==> src/lrm_pkg.sv <==
// Constants, register map and mode helpers for the LCD RAM multiplex core
package lrm_pkg;
	// ==========================================================
	// Geometry
	localparam int NUM_SEG   = 40;
	localparam int NUM_BP    = 4;
	localparam int PTR_W     = 6;
	localparam int SUB_W     = 3;
	localparam logic [5:0] LAST_ADDR = 6'h27;

	// ==========================================================
	// Timing
	localparam int FRAME_DIV       = 24;
	localparam int BLINK_DIV_FAST  = 768;
	localparam int BLINK_DIV_MID   = 1536;
	localparam int BLINK_DIV_SLOW  = 3072;
	localparam int PCLK_HZ         = 20000000;
	localparam int OSC_HZ          = 1536;
	localparam int OSC_HALF_CYC    = PCLK_HZ / (2 * OSC_HZ);

	// ==========================================================
	// Register offsets
	localparam logic [7:0] OFS_CTRL = 8'h00;
	localparam logic [7:0] OFS_PTR  = 8'h04;
	localparam logic [7:0] OFS_SUB  = 8'h08;
	localparam logic [7:0] OFS_DATA = 8'h0c;
	localparam logic [7:0] OFS_STAT = 8'h10;

	// ==========================================================
	// Control fields and reset value
	localparam int CTRL_MODE  = 0;
	localparam int CTRL_SHOW  = 2;
	localparam int CTRL_BLINK = 3;
	localparam int CTRL_ALT   = 5;
	localparam int CTRL_INB   = 6;
	localparam int CTRL_OUTB  = 7;
	localparam logic [7:0] CTRL_RST = 8'h00;

	// ==========================================================
	// Drive modes and blink rates
	localparam logic [1:0] MODE_1TO4   = 2'h0;
	localparam logic [1:0] MODE_STATIC = 2'h1;
	localparam logic [1:0] MODE_1TO2   = 2'h2;
	localparam logic [1:0] MODE_1TO3   = 2'h3;
	localparam logic [1:0] BLINK_OFF   = 2'h0;
	localparam logic [1:0] BLINK_FAST  = 2'h1;
	localparam logic [1:0] BLINK_MID   = 2'h2;

	// ==========================================================
	// Helpers
	function automatic logic [1:0] lrm_last_phase(input logic [1:0] m);
		case (m)
			MODE_STATIC: lrm_last_phase = 2'h0;
			MODE_1TO2:   lrm_last_phase = 2'h1;
			MODE_1TO3:   lrm_last_phase = 2'h2;
			default:     lrm_last_phase = 2'h3;
		endcase
	endfunction : lrm_last_phase

	function automatic logic [5:0] lrm_step(input logic [1:0] m);
		case (m)
			MODE_STATIC: lrm_step = 6'h08;
			MODE_1TO2:   lrm_step = 6'h04;
			MODE_1TO3:   lrm_step = 6'h03;
			default:     lrm_step = 6'h02;
		endcase
	endfunction : lrm_step

	function automatic logic lrm_banked(input logic [1:0] m);
		lrm_banked = (m == MODE_STATIC) || (m == MODE_1TO2);
	endfunction : lrm_banked

	typedef enum logic {ST_IDLE, ST_STORE} lrm_store_t;
endpackage : lrm_pkg

==> src/lrm_core.sv <==
// LCD display RAM, multiplex timing, blinking and APB register slave
// Notes on behaviour
// - Internal oscillator when select pin low, else clock pin is external input.
// - Frame tick is the active clock divided by 24.
// - Latch holds one row of RAM while the slot is shown.
// - Forty segment outputs follow latched bit and backplane phase.
// - Backplanes mirror by mode: 1:3 bp3=bp1, 1:2 pairs, static all.
// - RAM is 40 words of 4 bits; 1 means segment on.
// - Each data bit is stored as soon as it is shifted in.
// - Byte scatters into 1, 2, 3 or 4 bits per address by mode.
// - In 1:3 mode third address keeps bit 2 unchanged.
// - Pointer advances 8, 4, 3 or 2 per byte; load sets it.
// - Store only when subaddress counter matches pins; pointer always advances.
// - Subaddress counter loads by command and increments on pointer overflow.
// - Output bank selector steps rows per frame by mode.
// - Cascade align restarts row sequence at last row of the mode.
// - Output bank may show bits 2-3 in static and 1:2 modes.
// - Input bank may store into bits 2-3, independent of output bank.
// - Whole display blinks at selected rate, or blinking off.
// - Alternate-bank blinking toggles output bank at blink rate in static and 1:2 modes only.
// - Blink periods are clock divided by 768, 1536 or 3072.
// - Reset clears pointer, subaddress, banks, display and blinking.
// - Pointer load carries six bits.
// - Subaddress load carries three bits.
//
// The APB interface to the registers and the placing of the registers were decided locally.
module lrm_core
	import lrm_pkg::*;
#(
	parameter int OSC_HALF = OSC_HALF_CYC
)(
	input  wire logic                 pclk,
	input  wire logic                 presetn,
	input  wire logic                 psel,
	input  wire logic                 penable,
	input  wire logic                 pwrite,
	input  wire logic [7:0]           paddr,
	input  wire logic [31:0]          pwdata,
	output logic      [31:0]          prdata,
	output logic                      pready,
	output logic                      pslverr,
	input  wire logic                 osc_select_pin,
	input  wire logic                 clk_pin_in,
	output logic                      clk_pin_out,
	output logic                      clk_pin_oe,
	input  wire logic [SUB_W-1:0]     hardware_subaddress,
	input  wire logic                 cascade_align,
	output logic      [NUM_SEG-1:0]   segment_outputs,
	output logic      [NUM_BP-1:0]    backplane_outputs
);
	// ==========================================================
	// Pin synchronisers
	logic [1:0]       osc_sync;
	logic [1:0]       align_sync;
	logic [2:0]       clkin_sync;
	logic [SUB_W-1:0] hw_sub_meta;
	logic [SUB_W-1:0] hw_sub;

	always_ff @(posedge pclk or negedge presetn) begin
		if (!presetn) begin
			osc_sync    <= 2'h0;
			align_sync  <= 2'h0;
			clkin_sync  <= 3'h0;
			hw_sub_meta <= 3'h0;
			hw_sub      <= 3'h0;
		end else begin
			osc_sync    <= {osc_sync[0], osc_select_pin};
			align_sync  <= {align_sync[0], cascade_align};
			clkin_sync  <= {clkin_sync[1:0], clk_pin_in};
			hw_sub_meta <= hardware_subaddress;
			hw_sub      <= hw_sub_meta;
		end
	end

	wire osc_internal = !osc_sync[1];
	wire align_s      = align_sync[1];
	wire ext_rise     = clkin_sync[1] && !clkin_sync[2];

	// ==========================================================
	// Oscillator and active clock tick
	logic [15:0] osc_cnt;
	logic        osc_level;
	wire         osc_wrap = osc_cnt == 16'(OSC_HALF - 1);
	wire         int_tick = osc_wrap && !osc_level;
	wire         tick     = osc_internal ? int_tick : ext_rise;

	always_ff @(posedge pclk or negedge presetn) begin
		if (!presetn) begin
			osc_cnt     <= 16'h0000;
			osc_level   <= 1'b0;
			clk_pin_out <= 1'b0;
			clk_pin_oe  <= 1'b0;
		end else begin
			osc_cnt     <= osc_wrap ? 16'h0000 : osc_cnt + 16'h0001;
			if (osc_wrap)
				osc_level <= !osc_level;
			clk_pin_out <= osc_level && osc_internal;
			clk_pin_oe  <= osc_internal;
		end
	end

	// ==========================================================
	// Control register and APB decode
	logic [7:0] ctrl;
	wire  [1:0] mode      = ctrl[CTRL_MODE +: 2];
	wire        show      = ctrl[CTRL_SHOW];
	wire  [1:0] blink_sel = ctrl[CTRL_BLINK +: 2];
	wire        alt_blink = ctrl[CTRL_ALT];
	wire        in_bank   = ctrl[CTRL_INB];
	wire        out_bank  = ctrl[CTRL_OUTB];

	wire access   = psel && penable;
	wire take     = access && pready;
	wire hit_ctrl = paddr == OFS_CTRL;
	wire hit_ptr  = paddr == OFS_PTR;
	wire hit_sub  = paddr == OFS_SUB;
	wire hit_data = paddr == OFS_DATA;
	wire hit_stat = paddr == OFS_STAT;
	wire mapped   = hit_ctrl || hit_ptr || hit_sub || hit_data || hit_stat;
	wire data_wr  = hit_data && pwrite;

	always_ff @(posedge pclk or negedge presetn) begin
		if (!presetn)
			ctrl <= CTRL_RST;
		else if (take && pwrite && hit_ctrl)
			ctrl <= pwdata[7:0];
	end

	// ==========================================================
	// Store engine: one data bit per cycle
	lrm_store_t        st;
	logic [PTR_W-1:0]  ptr;
	logic [SUB_W-1:0]  sub;
	logic [7:0]        shreg;
	logic [2:0]        bit_cnt;
	logic [1:0]        k;
	logic              dw_done;
	logic [PTR_W-1:0]  ptr_start;

	wire busy      = st == ST_STORE;
	wire start     = access && data_wr && !busy && !dw_done && !pready;
	wire step      = busy;
	wire last_bit  = bit_cnt == 3'h0;
	wire adv       = (k == lrm_last_phase(mode)) || last_bit;
	wire overflow  = ptr >= LAST_ADDR;
	wire store_en  = step && (sub == hw_sub);
	wire [1:0] bank_base = (in_bank && lrm_banked(mode)) ? 2'h2 : 2'h0;
	wire [1:0] dest      = k + bank_base;

	always_ff @(posedge pclk or negedge presetn) begin
		if (!presetn) begin
			st        <= ST_IDLE;
			ptr       <= 6'h00;
			sub       <= 3'h0;
			shreg     <= 8'h00;
			bit_cnt   <= 3'h0;
			k         <= 2'h0;
			dw_done   <= 1'b0;
			ptr_start <= 6'h00;
		end else begin
			case (st)
				ST_IDLE: begin
					if (start) begin
						st        <= ST_STORE;
						shreg     <= pwdata[7:0];
						bit_cnt   <= 3'h7;
						k         <= 2'h0;
						ptr_start <= ptr;
					end else if (take && pwrite && hit_ptr) begin
						ptr <= pwdata[PTR_W-1:0];
						k   <= 2'h0;
					end else if (take && pwrite && hit_sub) begin
						sub <= pwdata[SUB_W-1:0];
					end
					if (take)
						dw_done <= 1'b0;
				end
				ST_STORE: begin
					shreg   <= {shreg[6:0], 1'b0};
					bit_cnt <= bit_cnt - 3'h1;
					if (adv) begin
						k <= 2'h0;
						if (overflow) begin
							ptr <= 6'h00;
							sub <= sub + 3'h1;
						end else begin
							ptr <= ptr + 6'h01;
						end
					end else begin
						k <= k + 2'h1;
					end
					if (last_bit) begin
						st      <= ST_IDLE;
						dw_done <= 1'b1;
					end
				end
				default: st <= ST_IDLE;
			endcase
		end
	end

	// ==========================================================
	// Display RAM
	logic [NUM_BP-1:0] ram [0:NUM_SEG-1];

	always_ff @(posedge pclk) begin
		if (store_en)
			ram[ptr][dest] <= shreg[7];
	end

	// ==========================================================
	// Frame timing and output bank selector
	logic [4:0] frame_cnt;
	logic [1:0] phase;
	logic [11:0] blink_cnt;
	logic        blink_state;

	wire        frame_tick = tick && (frame_cnt == 5'(FRAME_DIV - 1));
	wire  [1:0] last_ph    = lrm_last_phase(mode);
	wire  [1:0] next_phase = (phase >= last_ph) ? 2'h0 : phase + 2'h1;
	wire        blink_on   = blink_sel != BLINK_OFF;
	wire        bank_flip  = alt_blink && blink_on && blink_state;
	wire        alt_view   = lrm_banked(mode) && (out_bank ^ bank_flip);
	wire  [1:0] row_sel    = next_phase + (alt_view ? 2'h2 : 2'h0);
	wire        blank      = blink_on && !alt_blink && blink_state;

	wire [11:0] blink_half =
		(blink_sel == BLINK_FAST) ? 12'(BLINK_DIV_FAST / 2) :
		(blink_sel == BLINK_MID)  ? 12'(BLINK_DIV_MID / 2)  :
		12'(BLINK_DIV_SLOW / 2);
	wire blink_wrap = tick && (blink_cnt == blink_half - 12'h001);

	always_ff @(posedge pclk or negedge presetn) begin
		if (!presetn) begin
			frame_cnt <= 5'h00;
			phase     <= 2'h0;
		end else if (align_s) begin
			frame_cnt <= 5'h00;
			phase     <= last_ph;
		end else if (frame_tick) begin
			frame_cnt <= 5'h00;
			phase     <= next_phase;
		end else if (tick) begin
			frame_cnt <= frame_cnt + 5'h01;
		end
	end

	always_ff @(posedge pclk or negedge presetn) begin
		if (!presetn) begin
			blink_cnt   <= 12'h000;
			blink_state <= 1'b0;
		end else if (!blink_on) begin
			blink_cnt   <= 12'h000;
			blink_state <= 1'b0;
		end else if (blink_wrap) begin
			blink_cnt   <= 12'h000;
			blink_state <= !blink_state;
		end else if (tick) begin
			blink_cnt <= blink_cnt + 12'h001;
		end
	end

	// ==========================================================
	// Display latch and drivers
	logic [NUM_SEG-1:0] latch;
	logic [NUM_BP-1:0]  bp_next;

	always_comb begin
		bp_next[0] = phase == 2'h0;
		bp_next[1] = (mode == MODE_STATIC) ? phase == 2'h0 : phase == 2'h1;
		bp_next[2] = (mode == MODE_1TO4 || mode == MODE_1TO3) ?
			phase == 2'h2 : phase == 2'h0;
		bp_next[3] = (mode == MODE_1TO4) ? phase == 2'h3 :
			(mode == MODE_STATIC) ? phase == 2'h0 : phase == 2'h1;
	end

	always_ff @(posedge pclk or negedge presetn) begin
		if (!presetn) begin
			latch <= '0;
		end else if (frame_tick) begin
			for (int i = 0; i < NUM_SEG; i++)
				latch[i] <= ram[i][row_sel];
		end
	end

	always_ff @(posedge pclk or negedge presetn) begin
		if (!presetn) begin
			segment_outputs   <= '0;
			backplane_outputs <= '0;
		end else begin
			segment_outputs   <= (show && !blank) ? latch : '0;
			backplane_outputs <= show ? bp_next : '0;
		end
	end

	// ==========================================================
	// APB answer
	wire next_pready = access && !pready && (!data_wr || dw_done);
	wire [31:0] rd_mux =
		hit_ctrl ? {24'h0, ctrl} :
		hit_ptr  ? {26'h0, ptr} :
		hit_sub  ? {29'h0, sub} :
		hit_stat ? {24'h0, osc_internal, hw_sub, busy, blink_state, phase} :
		32'h0;

	always_ff @(posedge pclk or negedge presetn) begin
		if (!presetn) begin
			pready  <= 1'b0;
			pslverr <= 1'b0;
			prdata  <= 32'h0;
		end else begin
			pready  <= next_pready;
			pslverr <= next_pready && !mapped;
			if (next_pready)
				prdata <= pwrite ? 32'h0 : rd_mux;
		end
	end

	logic [4:0] tk_since;
	always_ff @(posedge pclk or negedge presetn) begin
		if (!presetn)
			tk_since <= 5'h00;
		else if (frame_tick || align_s)
			tk_since <= 5'h00;
		else if (tick && tk_since != 5'h1f)
			tk_since <= tk_since + 5'h01;
	end
endmodule : lrm_core

==> config.mk <==
export PLATFORM = sky130hd
export DESIGN_NAME = lrm_core
export DESIGN_NICKNAME = d
export VERILOG_FILES = /design/src/lrm_pkg.sv /design/src/lrm_core.sv
export SDC_FILE = /design/constraint.sdc
export NUM_CORES = 1
export LEC_CHECK = 0
export ABC_AREA = 1
export BUFFER_PORTS_ARGS = -buffer_cell sky130_fd_sc_hd__buf_2
export CAP_MARGIN = 0
export CORE_MARGIN = 1
export CORE_UTILIZATION = 40
export CTS_CLUSTER_SIZE = 16
export DETAILED_ROUTE_END_ITERATION = 10
export PLACE_DENSITY = 0.58
export SLEW_MARGIN = 20
export SYNTH_ARGS = -nofsm -noshare
export SYNTH_HDL_FRONTEND = slang
export SYNTH_SLANG_ARGS = --single-unit
export TNS_END_PERCENT = 100
==> constraint.sdc <==
create_clock -name pclk -period 3.7 [get_ports pclk]
set_input_delay 0.185 -clock pclk [delete_from_list [all_inputs] [get_ports pclk]]
set_output_delay 0.185 -clock pclk [all_outputs]
set_load 0.05 [all_outputs]
---- Yosys cells after proc, flatten, opt, wreduce, memory -nomap -nowiden ----
Memories as Yosys holds them, arrays and structs flattened.
Index checks and enable logic that the tools add are counted.
word-level totals
  register bits ........................... 202
  RAM bits ................................ 160
  bits of input ports ..................... 51
  output and inout port bits .............. 80
  logic and storage cells ................. 269
  memories kept ........................... 1
operators by class
  $add $sub $neg .......................... 11
  $lt $le $gt $ge ......................... 5
  equal/unequal tests ..................... 29
  muxes and demuxes ....................... 137
  bitwise operators ....................... 2
  reductions and logical operators ........ 57
memory list
  memory  words  width  rd ports  clocked after Yosys merged registers in  wr ports  RTL line         text
  ram     40     4      40        0                                        1         lrm_core.sv:204  logic [NUM_BP-1:0] ram [0:NUM_SEG-1];
operators by type and width
  cell                                                                     number
  1-bit binary-select mux with 2-bit select                                40
  1-bit two-way mux                                                        52
  8-bit two-way mux                                                        6
  40-bit two-way mux                                                       1
  12-bit two-way mux                                                       3
  1-bit logical AND                                                        28
  6-bit two-way mux                                                        4
  11-bit two-way mux                                                       2
  3-bit two-way mux                                                        6
  16-bit by 1-bit adder with 16-bit output, second input constant          1
  16-bit by 13-bit equality test with 1-bit output, second input constant  1
  8-bit by 4-bit equality test with 1-bit output, second input constant    2
  16-bit two-way mux                                                       1
  2-bit two-way mux                                                        8
  8-bit case mux with 2 select lines                                       1
  5-bit two-way mux                                                        3
  12-bit by 1-bit adder with 12-bit output, second input constant          1
  12-bit equality test                                                     1
  2-bit != test, second input constant                                     6
  3-bit case mux with 2 select lines                                       2
  6-bit case mux with 2 select lines                                       1
  11-bit by 1-bit subtractor with 12-bit output, second input constant     1
  1-bit logical NOT                                                        11
  2-bit equality test, second input constant                               5
  35 further kinds                                                         54

---- Depth between registers and ports, before layout ----
  depth after elaboration ................. 10
  mapped depth ............................ 17

---- Least setup slack after synthesis ----
Ideal clock, no wire load.
  path type ............................... reg2reg
  from .................................... register shreg[7]
  to ...................................... memory ram[0][0] (data pin)
  library setup time ...................... 0.578 ns
  data arrival time ....................... 2.103 ns
  slack ................................... 1.019 ns
  cell stages (with the launch flop) ...... 1
  cell sequence ........................... dfrtp_1
RTL lines
  item                      RTL line         text
  start: declaration        lrm_core.sv:134  logic [7:0] shreg;
  start signal: assignment  lrm_core.sv:165  shreg <= pwdata[7:0];
  start signal: assignment  lrm_core.sv:179  shreg <= {shreg[6:0], 1'b0};
  end: declaration          lrm_core.sv:204
Straight into the memory's write port.

---- Final worst setup path ----
  from .................................... register ctrl[0]
  to ...................................... register latch[30]
between the ends
  word-level cells in the longest chain between the ends .. 7
  elaborated cells on any way between the ends .. 12
  those cells by class .................... add/sub: 1; order compare: 1; eq/ne: 3; mux: 5; reduce/logical: 2
RTL lines
  item                                                                           RTL line                          text
  start: declaration                                                             lrm_core.sv:104                   logic [7:0] ctrl;
  start signal: assignment                                                       lrm_core.sv:126                   ctrl <= pwdata[7:0];
  2-bit equality test (tied with other cells)                                    lrm_pkg.sv:52                     case (m)
  2-bit case mux with 3 select lines / 1-bit logical OR (equally long branches)  lrm_pkg.sv:52, lrm_pkg.sv:70
  2-bit greater-or-equal comparator / 1-bit logical AND (equally long branches)  lrm_core.sv:220, lrm_core.sv:223
  2-bit two-way mux, on equally long branches                                    lrm_core.sv:220, lrm_core.sv:224
  2-bit adder *                                                                  lrm_core.sv:224                   wire [1:0] row_sel = next_phase + (alt_view ? 2'h2 : 2'h0);
  1-bit binary-select mux with 2-bit select *                                    lrm_core.sv:282                   latch[i] <= ram[i][row_sel];
  1-bit two-way mux (implied by the code) *                                      lrm_core.sv:282
  end signal: indexed assignment                                                 lrm_core.sv:282
  end: declaration                                                               lrm_core.sv:265                   logic [NUM_SEG-1:0] latch;
Mark *: on every way between the ends. The rest lies on a longest branch, timed or not. The select of a mux whose other input is x is not followed.
A chain may end at the register's enable or synchronous reset.

==> out/qor.yml <==
cts_tree: "done"
wl_um: 36300
fillers: 3762
yosysWarningCount: 0
crit_fanout: 121
setup_viol: 0
peakVddDrop_mv: 0.300
met2_usage_pct: 31.1
n_antenna_cell: 0
hp-class: "input pin to register"
holdPathStages: 4
drc: 0
worst_r2r_endpoint: "latch[30]"
clkLatencyLatePin_ps: 530
synth_top_area_share_pct: 30.4
port_buffers: 82
clk_pin_slew_ps: 60
syn_to_final_growth_pct: 14.1
synth_cells: 1779
grt_pass1_wl_um: 59900
grtUsageMet3_pct: 2.82
numCtsBuffers: 39
slew_headroom_pct: 21.8
crit_required_ps: 4100
seq_area_frac_synth_pct: 58.6
num_vias: 11600
dr.pass1.iters: 5
yosys-top-cells-area: "edfxtp_1 (30%), dfrtp_1 (28%), nand2_1 (13%)"
track_usage_pct: 18.5
endpoint_kind: "register"
ys.flop_type: "dfrtp_1"
synth_area_per_cell_um2: 8.88
fin_crit_ps: 2750
critPathLaunchType: "register"
grt_overflow: 0
fp.dieW_um: 201
worstHoldStart: "penable"
r2r-start: "ctrl[0]"
power_density_mw_per_mm2: 484
synthArstFlopShare_pct: 52.7
io_pins: 131
hold_viol_final: 0
synth_top_area_cell: "edfxtp_1"
hold_end: "dw_done"
vias_per_cell: 4.83
p_leak_nw: 8.11
fmax_ghz: 0.364
post_cts_buffers: 0
syn_area_mm2: 0.0158
drv_cap: 0
worst-r2r-cell-count: 13
core-area_mm2: 0.0388
yosys-top-cells-count: "nand2_1 (531), nor2_1 (262), dfrtp_1 (178), inv_1 (172), edfxtp_1 (160)"
tightest_slew_ps: 1160
multiInputGateArea_mm2: 0.00539
cts.sinks: 338
slew_violations: 0
fin_setup_tns_ps: 0
r2r_setup_slack_ps: 950
cts_buffer_depth: 3
place_congestion: 0.851
use_met1_pct: 24.8
path_class: "register to register"
fin_nets: 1936
synth_edf_count: 160
antenna_found_initial: 1
grt.busiest_layer: "met2"
ys_ff_latch: 338
crit_arrival_ps: 3150
grt_pass1_vias: 11600
cts.htree.levels: 2
place.detailed.hpwl_um: 21400
power_w: 0.00871
grt_max_degree: 122
die_h_um: 201
fp.dieArea_mm2: 0.0403
fin_worst_skew_ps: 17.6
start_util_pct: 40.7
rsz0062_at_grt: "no"
drtIter0Drc: 721
synth_most_common_cell: "nand2_1"
clockRootBuffer: "clkbuf_16"
antenna_left: 0
status: "completed"
final_util_pct: 46.4
post_drt_wl_per_cell_um: 15.1
seqCellArea_mm2: 0.00926
post_cts_resized: 0
fin_crit_sh_pct: 74.3
drive_gt1_share_pct: 10.2
synth_cell_types: 39
rows: 72
postCtsHoldBufs: 15
-- registers in the layout (all words and copies together) (netlist names), 2 cells and up --
| name | count |
|---|---|
| ptr | 6 |
| ram | 160 |
| blink_cnt | 12 |
| hw_sub_meta | 3 |
| phase | 2 |
| ctrl | 8 |
| frame_cnt | 5 |
| backplane_outputs | 4 |
| osc_sync | 2 |
| osc_cnt | 16 |
| shreg | 8 |
| clkin_sync | 3 |
| latch | 40 |
| prdata | 8 |
| sub | 3 |
| hw_sub | 3 |
| segment_outputs | 40 |
| bit_cnt | 3 |
| align_sync | 2 |
| k | 2 |
-- cell families (layout without fill, tap and decap cells) --
logic type | count (synthesis) | count (layout) | synth area share (%)
and+or+nand+nor | 1001 | 1001 | 26.5
adders and majority gates | 23 | 23 | 1.82
DFF | 338 | 338 | 58.6
AOI/OAI and AO/OA | 105 | 105 | 3.52
buffers and inverters | 283 | 371 | 7.90
other | 1 | 24 | 0.0237
xor gates and xnor gates | 28 | 28 | 1.55
-- cell type report --
cell class | count | share of cell area (%)
multi-input cells | 1181 | 29.9
clock buffers | 50 | 5.93
clock inverters | 19 | 1.03
repair buffers | 121 | 4.30
well taps | 518 | 3.60
inverters | 181 | 3.78
flip-flops and latches | 338 | 51.4
-- per-layer routing --
metal,vias up,share of wire [%]
li1,5831,-
met1,5494,45
met2,244,48
met3,59,4.9
met4,0,2.2
met5,-,0
-- metrics by stage --
stage | setup WS, ps | cell area (um2) | instances | hold WS [ps]
floorplan | 1020 | 15900 | 1802 | -111
global placement | 996 | 16600 | 2324 | 293
detailed placement | 972 | 16600 | 2324 | 294
CTS | 973 | 18000 | 2408 | 4.51
global route | 649 | 18000 | 2408 | 28.2
finish | 952 | 18000 | 2408 | 15.7
-- worst max-delay path by stage --
stage,start,end,slack (ps)
after floorplan,shreg[7],ram[0][0],1020
after global placement,ctrl[0],latch[15],1000
after detailed placement,ctrl[0],latch[15],970
after CTS,ctrl[0],latch[30],970
after global routing,ctrl[0],latch[31],650
final,ctrl[0],latch[30],950
-- power by group --
part,switching (W),total [W],internal (W)
Clock,0.00151,0.00376,0.00225
Sequential,0.0000642,0.00403,0.00397
Combinational,0.000653,0.000922,0.000268
Total,0.00222,0.00871,0.00649
-- critical path: stages, from the launching register on --
cell,delay (ps)
dfrtp_1,370
inv_1,110
ha_1,410
ha_1,220
clkinv_1,60
buf_4,480
nand3_4,130
buf_12,280
nand2_1,100
o21ai_0,70
nand2_1,90
nand2_1,60
nand2_1,120
nand2_1,80
-- cell usage in the layout, fill, tap and decap left out, drive strengths merged, types with 7 or more instances in the layout --
| cell | count |
|---|---|
| nor3 | 23 |
| xnor2 | 12 |
| o211ai | 7 |
| dfrtp | 178 |
| edfxtp | 160 |
| a21oi | 16 |
| nor2 | 268 |
| nand2 | 535 |
| inv | 178 |
| xor2 | 16 |
| o21ai | 79 |
| clkinv | 14 |
| nand3 | 92 |
| ha | 23 |
| nand4 | 70 |
| conb | 24 |
| dlygate4sd3 | 15 |
| clkbuf | 51 |
| buf | 105 |
Power figures use the tool's default switching activity.
